**config.mk**
```make
export PLATFORM = sky130hd
export DESIGN_NAME = vpdr_page_responder
export DESIGN_NICKNAME = d
export VERILOG_FILES = /design/src/rtl/vpdr_pkg.sv /design/src/rtl/vpdr_page_responder.sv
export SDC_FILE = /design/constraint.sdc
export NUM_CORES = 1
export LEC_CHECK = 0
export ABC_AREA = 0
export BUFFER_PORTS_ARGS = -buffer_cell sky130_fd_sc_hd__buf_4
export CAP_MARGIN = 20
export CORE_ASPECT_RATIO = 0.75
export CORE_MARGIN = 2
export CORE_UTILIZATION = 40
export DETAILED_ROUTE_END_ITERATION = 10
export PLACE_DENSITY = 0.52
export SETUP_SLACK_MARGIN = 0.02
export SYNTH_ARGS = -nofsm -noshare
export SYNTH_HDL_FRONTEND = slang
export SYNTH_SLANG_ARGS = --single-unit
```
**constraint.sdc**
```tcl
create_clock -name clk_i -period 15.8 [get_ports clk_i]
set_clock_uncertainty 0.15 [all_clocks]
set_input_delay 3.16 -clock clk_i [delete_from_list [all_inputs] [get_ports clk_i]]
set_output_delay 3.16 -clock clk_i [all_outputs]
set_load 0.1 [all_outputs]
```
**src/rtl/vpdr_pkg.sv**
```systemverilog
package vpdr_pkg;
  // Page codes served by this block.
  localparam logic [7:0] VPDR_PAGE_POWER = 8'h8D;
  localparam logic [7:0] VPDR_PAGE_LU = 8'h90;
  localparam logic [7:0] VPDR_PAGE_PORT = 8'h91;
  // Header and field values.
  localparam logic [7:0] VPDR_BYTE0 = 8'h00;
  localparam logic [7:0] VPDR_POWER_LEN = 8'h04;
  localparam logic [7:0] VPDR_PROTO_LEN = 8'h18;
  localparam logic [7:0] VPDR_POWER_SEL = 8'h00;
  localparam logic [7:0] VPDR_UNITS_MW = 8'h04;
  localparam logic [7:0] VPDR_REL_PORT_A = 8'h01;
  localparam logic [7:0] VPDR_REL_PORT_B = 8'h02;
  localparam logic [7:0] VPDR_PROTO_SAS = 8'h06;
  localparam logic [7:0] VPDR_DESC_LEN = 8'h04;
  localparam logic [7:0] VPDR_RETRY_CTRL = 8'h00;
  localparam logic [7:0] VPDR_PWR_CUT = 8'h01;
  localparam logic [7:0] VPDR_PERSIST = 8'h00;
  localparam logic [7:0] VPDR_PHY_A = 8'h00;
  localparam logic [7:0] VPDR_PHY_B = 8'h01;
  // Byte positions within a page and within a descriptor.
  localparam logic [4:0] VPDR_POWER_LAST = 5'h07;
  localparam logic [4:0] VPDR_PROTO_LAST = 5'h1B;
  localparam logic [4:0] VPDR_DESC0_BASE = 5'h04;
  localparam logic [4:0] VPDR_DESC1_BASE = 5'h10;
  localparam logic [4:0] VPDR_OFF_RELPORT = 5'h01;
  localparam logic [4:0] VPDR_OFF_PROTO = 5'h02;
  localparam logic [4:0] VPDR_OFF_FLAGS = 5'h03;
  localparam logic [4:0] VPDR_OFF_DLEN = 5'h07;
  localparam logic [4:0] VPDR_OFF_RETRY = 5'h08;
  localparam logic [4:0] VPDR_OFF_PHY = 5'h09;
  localparam logic [4:0] VPDR_OFF_PERSIST = 5'h0A;
  localparam int VPDR_FIFO_DEPTH = 32;
  localparam logic [1:0] VPDR_RSYNC_RESET = 2'h0;

  typedef enum logic {VPDR_IDLE, VPDR_STREAM} vpdr_state_t;
endpackage : vpdr_pkg

```
**src/rtl/vpdr_page_responder.sv**
```systemverilog
// Notes on behaviour
// - Byte 0 of every page is zero: qualifier zero, direct-access device type.
// - Byte 1 echoes the requested page code.
// - Power page length field in bytes 2-3 reads 4.
// - Power page byte 4 holds selector value zero.
// - Power page byte 5 holds units code 4, meaning milliwatts, upper bits zero.
// - Power page bytes 6-7 carry the sixteen-bit maximum power value.
// - Logical unit page length reads 24, two twelve-byte descriptors at 4-15, 16-27.
// - Descriptor bytes 0-1 carry relative port 1 for primary, 2 for secondary.
// - Descriptor byte 2 holds protocol code 6; bytes 6-7 hold length 0004h.
// - Logical unit descriptor byte 8 retry control support reads zero.
// - Port page length reads 24 with two twelve-byte port descriptors.
// - Port descriptor byte 3 bit 0 set, power cutoff supported.
// - Port descriptor bytes 8-11 hold PHY block; PHY number 0 or 1.
// - PHY block persistent connection capability reads zero.
`timescale 1ns/1ps

module vpdr_fifo #(
  parameter int WIDTH = 9,
  parameter int DEPTH = 32
) (
  input wire logic clk_i,
  input wire logic rst_n_i,
  input wire logic ce_i,
  input wire logic in_valid_i,
  output logic in_ready_o,
  input wire logic [WIDTH-1:0] in_data_i,
  output logic out_valid_o,
  input wire logic out_ready_i,
  output logic [WIDTH-1:0] out_data_o
);
  localparam int AW = $clog2(DEPTH);
  typedef struct packed {
    logic [DEPTH-1:0][WIDTH-1:0] mem;
    logic [AW-1:0] wptr;
    logic [AW-1:0] rptr;
    logic [AW:0] count;
  } vpdr_fifo_t;

  vpdr_fifo_t st_reg;
  vpdr_fifo_t st_next;
  logic push;
  logic pop;

  assign in_ready_o = (st_reg.count != DEPTH[AW:0]);
  assign out_valid_o = (st_reg.count != '0);
  assign out_data_o = st_reg.mem[st_reg.rptr];
  assign push = ce_i && in_valid_i && in_ready_o;
  assign pop = ce_i && out_valid_o && out_ready_i;

  always_comb
  begin
    st_next = st_reg;
    if (push)
    begin
      st_next.mem[st_reg.wptr] = in_data_i;
      st_next.wptr = st_reg.wptr + 1'b1;
    end
    if (pop)
    begin
      st_next.rptr = st_reg.rptr + 1'b1;
    end
    st_next.count = st_reg.count + {{AW{1'b0}}, push} - {{AW{1'b0}}, pop};
  end

  always_ff @(posedge clk_i or negedge rst_n_i)
  begin
    if (!rst_n_i)
    begin
      st_reg <= '0;
    end
    else
    begin
      st_reg <= st_next;
    end
  end
endmodule : vpdr_fifo

module vpdr_page_responder #(
  parameter int FIFO_DEPTH = vpdr_pkg::VPDR_FIFO_DEPTH
) (
  input wire logic clk_i,
  input wire logic rstn_i,
  input wire logic ce_i,
  input wire logic req_valid_i,
  output logic req_ready_o,
  input wire logic [7:0] page_code_i,
  input wire logic [15:0] max_power_i,
  output logic unsupported_o,
  output logic busy_o,
  output logic out_valid_o,
  input wire logic out_ready_i,
  output logic [7:0] out_data_o,
  output logic out_last_o
);
  typedef struct packed {
    vpdr_pkg::vpdr_state_t state;
    logic [7:0] page;
    logic [15:0] power;
    logic [4:0] idx;
    logic unsupported;
  } vpdr_core_t;

  logic [1:0] rsync_reg;
  logic rst_n;
  vpdr_core_t st_reg;
  vpdr_core_t st_next;
  logic req_fire;
  logic supported;
  logic push;
  logic push_last;
  logic fifo_ready;
  logic [7:0] push_byte;

  // Reset is released through two flops so every core and FIFO flop leaves reset on the same edge.
  always_ff @(posedge clk_i or negedge rstn_i)
  begin
    if (!rstn_i)
    begin
      rsync_reg <= vpdr_pkg::VPDR_RSYNC_RESET;
    end
    else
    begin
      rsync_reg <= {rsync_reg[0], 1'b1};
    end
  end
  assign rst_n = rsync_reg[1];

  // Builds one byte of the page image from the page code, byte index and power value.
  function automatic logic [7:0] page_byte(input logic [7:0] pg, input logic [4:0] idx, input logic [15:0] pwr);
    logic second;
    logic [4:0] off;
    second = (idx >= vpdr_pkg::VPDR_DESC1_BASE);
    off = second ? idx - vpdr_pkg::VPDR_DESC1_BASE : idx - vpdr_pkg::VPDR_DESC0_BASE;
    page_byte = 8'h00;
    case (idx)
      5'h00: page_byte = vpdr_pkg::VPDR_BYTE0;
      5'h01: page_byte = pg;
      5'h02: page_byte = 8'h00;
      5'h03: page_byte = (pg == vpdr_pkg::VPDR_PAGE_POWER) ? vpdr_pkg::VPDR_POWER_LEN : vpdr_pkg::VPDR_PROTO_LEN;
      default:
      begin
        if (pg == vpdr_pkg::VPDR_PAGE_POWER)
        begin
          case (idx)
            5'h04: page_byte = vpdr_pkg::VPDR_POWER_SEL;
            5'h05: page_byte = vpdr_pkg::VPDR_UNITS_MW;
            5'h06: page_byte = pwr[15:8];
            5'h07: page_byte = pwr[7:0];
            default: page_byte = 8'h00;
          endcase
        end
        else
        begin
          case (off)
            vpdr_pkg::VPDR_OFF_RELPORT: page_byte = second ? vpdr_pkg::VPDR_REL_PORT_B : vpdr_pkg::VPDR_REL_PORT_A;
            vpdr_pkg::VPDR_OFF_PROTO: page_byte = vpdr_pkg::VPDR_PROTO_SAS;
            vpdr_pkg::VPDR_OFF_FLAGS: page_byte = (pg == vpdr_pkg::VPDR_PAGE_PORT) ? vpdr_pkg::VPDR_PWR_CUT : 8'h00;
            vpdr_pkg::VPDR_OFF_DLEN: page_byte = vpdr_pkg::VPDR_DESC_LEN;
            vpdr_pkg::VPDR_OFF_RETRY: page_byte = vpdr_pkg::VPDR_RETRY_CTRL;
            vpdr_pkg::VPDR_OFF_PHY:
            begin
              if (pg == vpdr_pkg::VPDR_PAGE_PORT)
              begin
                page_byte = second ? vpdr_pkg::VPDR_PHY_B : vpdr_pkg::VPDR_PHY_A;
              end
            end
            vpdr_pkg::VPDR_OFF_PERSIST: page_byte = vpdr_pkg::VPDR_PERSIST;
            default: page_byte = 8'h00;
          endcase
        end
      end
    endcase
  endfunction : page_byte

  assign supported = (page_code_i == vpdr_pkg::VPDR_PAGE_POWER) || (page_code_i == vpdr_pkg::VPDR_PAGE_LU) ||
    (page_code_i == vpdr_pkg::VPDR_PAGE_PORT);
  assign req_ready_o = (st_reg.state == vpdr_pkg::VPDR_IDLE);
  assign req_fire = ce_i && req_valid_i && req_ready_o;
  assign push = ce_i && (st_reg.state == vpdr_pkg::VPDR_STREAM) && fifo_ready;
  assign push_byte = page_byte(st_reg.page, st_reg.idx, st_reg.power);
  assign push_last = (st_reg.page == vpdr_pkg::VPDR_PAGE_POWER) ? (st_reg.idx == vpdr_pkg::VPDR_POWER_LAST) :
    (st_reg.idx == vpdr_pkg::VPDR_PROTO_LAST);
  assign busy_o = (st_reg.state == vpdr_pkg::VPDR_STREAM);
  assign unsupported_o = st_reg.unsupported;

  always_comb
  begin
    st_next = st_reg;
    if (ce_i)
    begin
      st_next.unsupported = 1'b0;
    end
    case (st_reg.state)
      vpdr_pkg::VPDR_IDLE:
      begin
        if (req_fire)
        begin
          // The power value is captured here so the two bytes always form one sample.
          st_next.page = page_code_i;
          st_next.power = max_power_i;
          st_next.idx = 5'h00;
          st_next.unsupported = !supported;
          st_next.state = vpdr_pkg::VPDR_IDLE;
          if (supported)
          begin
            st_next.state = vpdr_pkg::VPDR_STREAM;
          end
        end
      end
      vpdr_pkg::VPDR_STREAM:
      begin
        if (push)
        begin
          st_next.idx = st_reg.idx + 5'h01;
          if (push_last)
          begin
            st_next.state = vpdr_pkg::VPDR_IDLE;
          end
        end
      end
      default: st_next.state = vpdr_pkg::VPDR_IDLE;
    endcase
  end

  always_ff @(posedge clk_i or negedge rst_n)
  begin
    if (!rst_n)
    begin
      st_reg <= '0;
    end
    else
    begin
      st_reg <= st_next;
    end
  end

  // The FIFO lets a stalled consumer back-pressure the generator instead of dropping bytes.
  vpdr_fifo #(
    .WIDTH(9),
    .DEPTH(FIFO_DEPTH)
  ) u_fifo (
    .clk_i(clk_i),
    .rst_n_i(rst_n),
    .ce_i(ce_i),
    .in_valid_i(push),
    .in_ready_o(fifo_ready),
    .in_data_i({push_last, push_byte}),
    .out_valid_o(out_valid_o),
    .out_ready_i(out_ready_i),
    .out_data_o({out_last_o, out_data_o})
  );
endmodule : vpdr_page_responder

```
=== After elaboration in Yosys (flattened, before gate mapping) ===
Index checks and enable logic that the tools add are counted.

* Logic and storage cells: 115
* Input port bits: 29
* Output and inout port bits: 13
* Register bits after elaboration: 337

* Add/sub/neg operators: 7
* Equal/unequal tests: 20
* $lt $le $gt $ge: 4
* Reductions and logical operators: 17
* Bitwise gates (word level): 1
* Multiplexer cells: 25

{| class="wikitable"
|+ Operators with widths
! kind !! number
|-
| $bwmux W288 || 1
|-
| $pmux W8 S3 || 2
|-
| $bmux W9 S5 || 1
|-
| $demux W9 S5 || 1
|-
| $eq A8 B8 Y1 const B || 5
|-
| $mux W31 || 1
|-
| $eq A5 B2 Y1 const B || 4
|-
| $eq A5 B3 Y1 const B || 4
|-
| $mux W9 || 2
|-
| $add A5 B1 Y5 const B || 3
|-
| $mux W5 || 3
|-
| $pmux W3 S5 || 1
|-
| $lt A5 B6 Y1 const B || 2
|-
| $eq A5 B1 Y1 const B || 2
|-
| $pmux W5 S2 || 1
|-
| $logic_and A1 B1 Y1 || 9
|-
| $mux W1 || 9
|-
| $mux W8 || 1
|-
| $add A6 B1 Y6 || 1
|-
| $ne A6 B6 Y1 const B || 1
|-
| $reduce_bool A6 Y1 || 1
|-
| $sub A6 B1 Y6 || 1
|-
| $eq A5 B4 Y1 const B || 1
|-
| $eq A5 B5 Y1 const B || 1
|-
| other kinds (13) || 16
|}

=== Longest topological paths before layout ===
* Depth in word-level cells: 7
* Mapped depth: 13
* Mapped depth without buffers: 12

=== Hierarchy ===
Synthesis repeated with hierarchy kept, for this count alone.

* Cell total of the unflattened synthesis: 1,148
* Area, all modules: 15,930.3 um^2

{| class="wikitable"
|+ By module, submodules not included
! module !! seq. area each (um^2) !! times used !! cells each !! area each (um^2)
|-
| vpdr_fifo || 7,607.3 || 1 || 926 || 14,064.7
|-
| vpdr_page_responder || 825.8 || 1 || 222 || 1,865.5
|}

=== Worst setup path before layout ===
No wires, ideal clock.

* Path type: reg2out
* From: register u_fifo.st_reg[6] (netlist name)
* To: output out_data_o[7]
* Data required time: 12.490 ns
* Arrival: 2.659 ns
* Path buffers: 2
* Path slack: 9.831 ns
* Stages on the path, launching flop included: 6
* Cell sequence: dfrtp_1 clkbuf_1 buf_1 mux4_2 a22oi_1 nand4_1

* Cells in the longest elaborated chain, start to end: 2

{| class="wikitable"
|+ Ends and longest elaborated chain
! element !! line !! text
|-
| start, declared || vpdr_page_responder.sv:40 || <nowiki>vpdr_fifo_t st_reg;</nowiki>
|-
| start signal, assigned || vpdr_page_responder.sv:74 || <nowiki>st_reg <= st_next;</nowiki>
|-
| $bmux W9 S5 || vpdr_page_responder.sv:47 || <nowiki>assign out_data_o = st_reg.mem[st_reg.rptr];</nowiki>
|-
| $mux W9 (not written as such) || vpdr_page_responder.sv:47 ||
|-
| end, declared || vpdr_page_responder.sv:93 || <nowiki>output logic [7:0] out_data_o,</nowiki>
|}

Every way passes these cells. The select of a mux whose other input is x is not followed.

=== Final worst setup path ===
* From: register u_fifo.st_reg[7] (netlist name)
* To: output out_data_o[3]

Same word-level chain as after synthesis.

==> qor.yml <==
status:
  outcome: "finished, final reports clean"
timing:
  finalWorstPathRequiredPeriod_ps: 7210
  timing.final.max_slew_violations: 0
  rsz0062_at_grt: "no"
  setup_ws_ps: 8590
  final-hold-violation-count: 0
  setup_total_negative_slack_ps: 0
  worst_slew_margin_rel_pct: 23.2
  min_period_over_period_pct: 45.6
  final_setup_violation_count: 0
  max_freq_mhz: 139
  timing_worst_slew_pin_value_ps: 1150
  finalHoldWorstSlack_ps: 210
final_layout:
  final_nets: 1598
  final_cells: 2082
  design_area_mm2: 0.0177
  area_growth_syn_to_layout_pct: 12.5
  drive_above_1_share_pct: 13.9
  antennaDiodeCount: 0
  flip_flop_count_of_the_largest_register_all_copies_and_words_added: 304
yosys:
  synth_flop_cell: "sky130_fd_sc_hd__dfrtp_1"
  syn_area_per_cell_um2: 10.1
  synth.ff_latch_count: 337
  syn_nets: 1606
  ys_seq_area_share_pct: 53.7
  yosysWarningCount: 0
  synthDistinctLibCells: 55
  synthesis.area_mm2: 0.0157
  number_of_flops_mapped_to_enable_cells_by_yosys: 0
  async_flop_share_pct: 100
  largest_cells_by_area_after_synthesis: "sky130_fd_sc_hd__dfrtp_1 54%, sky130_fd_sc_hd__nor2_1 6.5%, sky130_fd_sc_hd__a21oi_1 5.2%"
  synth_largest_type_area_fraction_pct: 53.7
  synth_cells: 1553
  synth_largest_area_cell: "sky130_fd_sc_hd__dfrtp_1"
pwr:
  vdd_ir_drop_max_mv: 0.111
  power_per_cell_area_mw_per_mm2: 156
  total_leakage_power_uw: 0.00796
global_route:
  grt_first_pass_wirelength_um: 66600
  gr-usage-all-layers_pct: 21.1
  antenna_found_initial: 0
  grt_max_degree: 155
  grt_overflow_total: 0
  first_global_vias: 11200
route:
  wl_per_cell_um: 20.1
  vias_per_cell: 5.43
  drtPass1Iterations: 5
  ant_nets: 0
  drt_drc_violations_left: 0
  drt_first_iter_violations: 967
  routed_wl_um: 41800
  via_count: 11300
  met2RoutedLength_um: 17900
  highest-signal-layer: "met4"
  drt-met1-wl_um: 21100
  met3RoutedLength_um: 1920
cts:
  post_cts_resize_count: 0
  cts_num_sinks: 337
  cts_tree: "done"
  htreeDepth: 2
  post_cts_buffers: 0
  cts_buffer_depth: 3
  cts_made_buffers: 37
  hold_buffers: 0
  insertion_delay_ps: 540
  clock_pin_slew_reported_for_the_worst_setup_and_hold_paths_after_clock_tree_synthesis_ps: 60
  clock_tree.root_cell: "sky130_fd_sc_hd__clkbuf_16"
worst_hold_path:
  min_delay_worst_endpoint: "rsync_reg[1]$_DFF_PN0_"
  hold_path.class: "reg -> reg"
  worstHoldStart: "rsync_reg[0]$_DFF_PN0_"
  holdPathStages: 0
critical_path:
  timing.critical_path.fanout_max: 54
  critPathRequiredTime_ps: 12490
  timing.setup.critical_path_class: "reg -> out"
  setup.worst_path.end_class: "output port"
  reg2reg_to: "u_fifo.st_reg[174]$_DFFE_PN0P_"
  cp-start-kind: "register"
  regToRegStartpoint: "st_reg[2]$_DFFE_PN0P_"
  regToRegSetupSlack_ps: 12380
  critical_path_arrival_ps: 3900
  ff2ff_path_depth: 7
floorplanning:
  start_util_pct: 40.8
  ios: 42
  floorplan.core_area_mm2: 0.0385
  die_area_mm2: 0.0409
  die_w_um: 233
  floorplan_row_count: 62
  chipHeight_um: 176
place:
  place_worst_setup_slack_ps: 9200
  placement_stage_cell_area_mm2: 0.0164
  place.detailed.hpwl_um: 27100
  numPortBuffers: 41
  globalplace.congestion: 0.809
  dpl.cell_count: 2010
run:
  drv.max_cap_violation_count: 0
==> cell type report <==
class                      instances  area [um2]
clock buffer                      57        1120
fill                            3701       20800
tap                              512         641
inverter                          17        63.8
clock inverter                     7        67.6
multi-input combinational       1085        6770
timing repair buffer              67         562
sequential                       337        8440
==> cells by family after synthesis <==
group / share of synthesized area (%)
other: 0.0239
buffers and inverters: 3.99
AOI/OAI and AO/OA: 14.4
adders and majority gates: 1.96
and+or+nand+nor: 15.2
muxes: 9.89
xor gates and xnor gates: 0.836
DFF: 53.7
==> how the worst max path moves through the flow <==
stage	start	to	slack (ps)	depth (start not counted)
3_5_place_dp	u_fifo.st_reg[7]$_DFFE_PN0P_	out_data_o[3]	9200	7
5_1_grt	u_fifo.st_reg[7]$_DFFE_PN0P_	out_data_o[1]	8470	7
6_report	u_fifo.st_reg[7]$_DFFE_PN0P_	out_data_o[3]	8590	7
2_1_floorplan	rsync_reg[1]$_DFF_PN0_	busy_o$_DFF_PN0_	5560	0
4_1_cts	u_fifo.st_reg[7]$_DFFE_PN0P_	out_data_o[3]	8610	7
3_3_place_gp	u_fifo.st_reg[7]$_DFFE_PN0P_	out_data_o[1]	9250	7
==> placed cells by master, fill, tap and decap left out, types with 6 or more instances in the layout <==
cell type                   synthesis  routed
sky130_fd_sc_hd__clkbuf_16          0      39
sky130_fd_sc_hd__nand2_1          189     189
sky130_fd_sc_hd__and3_1            10      10
sky130_fd_sc_hd__clkbuf_8           0       9
sky130_fd_sc_hd__mux4_2            36      36
sky130_fd_sc_hd__a31oi_1           36      33
sky130_fd_sc_hd__ha_1              23      23
sky130_fd_sc_hd__a21oi_2           35      35
sky130_fd_sc_hd__nand3_1           26      26
sky130_fd_sc_hd__nand4_1           15      15
sky130_fd_sc_hd__and2_1             8       8
sky130_fd_sc_hd__dfrtp_1          337     334
sky130_fd_sc_hd__a22oi_1           61      61
sky130_fd_sc_hd__clkbuf_1          70      10
sky130_fd_sc_hd__xor2_1             6       6
sky130_fd_sc_hd__buf_4              0      61
sky130_fd_sc_hd__nor2_1           271     270
sky130_fd_sc_hd__mux2i_1           72      72
sky130_fd_sc_hd__inv_1             16      16
sky130_fd_sc_hd__xnor2_1            9       9
sky130_fd_sc_hd__a21oi_1          163     163
sky130_fd_sc_hd__o21ai_0           70      69
==> power breakdown <==
group / switching, uW / internal, uW
Combinational: 547 / 279
Sequential: 111 / 962
Clock: 353 / 505
Total: 1010 / 1750
==> critical path: stages, from the launching register on <==
cell and delay [ps]:
sky130_fd_sc_hd__dfrtp_4 640, sky130_fd_sc_hd__buf_4 780, sky130_fd_sc_hd__buf_4 650, sky130_fd_sc_hd__mux2i_1 180, sky130_fd_sc_hd__a22oi_1 300, sky130_fd_sc_hd__nand3_1 210, sky130_fd_sc_hd__nand4_1 220, sky130_fd_sc_hd__buf_4 310
==> metal layers <==
metal	vias up	GRT usage [%]
li1	5390	-
met1	5609	33.1
met2	247	30.6
met3	54	2.66
met4	0	5.49
met5	-	0
==> synth_stat cells (12+ instances only) <==
cell,count
sky130_fd_sc_hd__a21oi_1,163
sky130_fd_sc_hd__mux2i_1,72
sky130_fd_sc_hd__a31oi_1,36
sky130_fd_sc_hd__a21oi_2,35
sky130_fd_sc_hd__buf_1,16
sky130_fd_sc_hd__mux4_2,36
sky130_fd_sc_hd__a22oi_1,61
sky130_fd_sc_hd__dfrtp_1,337
sky130_fd_sc_hd__clkbuf_1,70
sky130_fd_sc_hd__ha_1,23
sky130_fd_sc_hd__o21ai_0,70
sky130_fd_sc_hd__buf_2,12
sky130_fd_sc_hd__inv_1,16
sky130_fd_sc_hd__nor2_1,271
sky130_fd_sc_hd__nand3_1,26
sky130_fd_sc_hd__nand4_1,15
sky130_fd_sc_hd__buf_6,16
sky130_fd_sc_hd__nand2_1,189
==> stage by stage <==
stage | total power, uW | util [%]
after floorplan | 1690 | -
after global placement | 1910 | 42.5
after detailed placement | 1920 | 42.6
after CTS | 2780 | 45.7
after global routing | 2890 | 45.9
final | 2760 | 45.9
No activity file was read; power rests on OpenSTA's default activity.
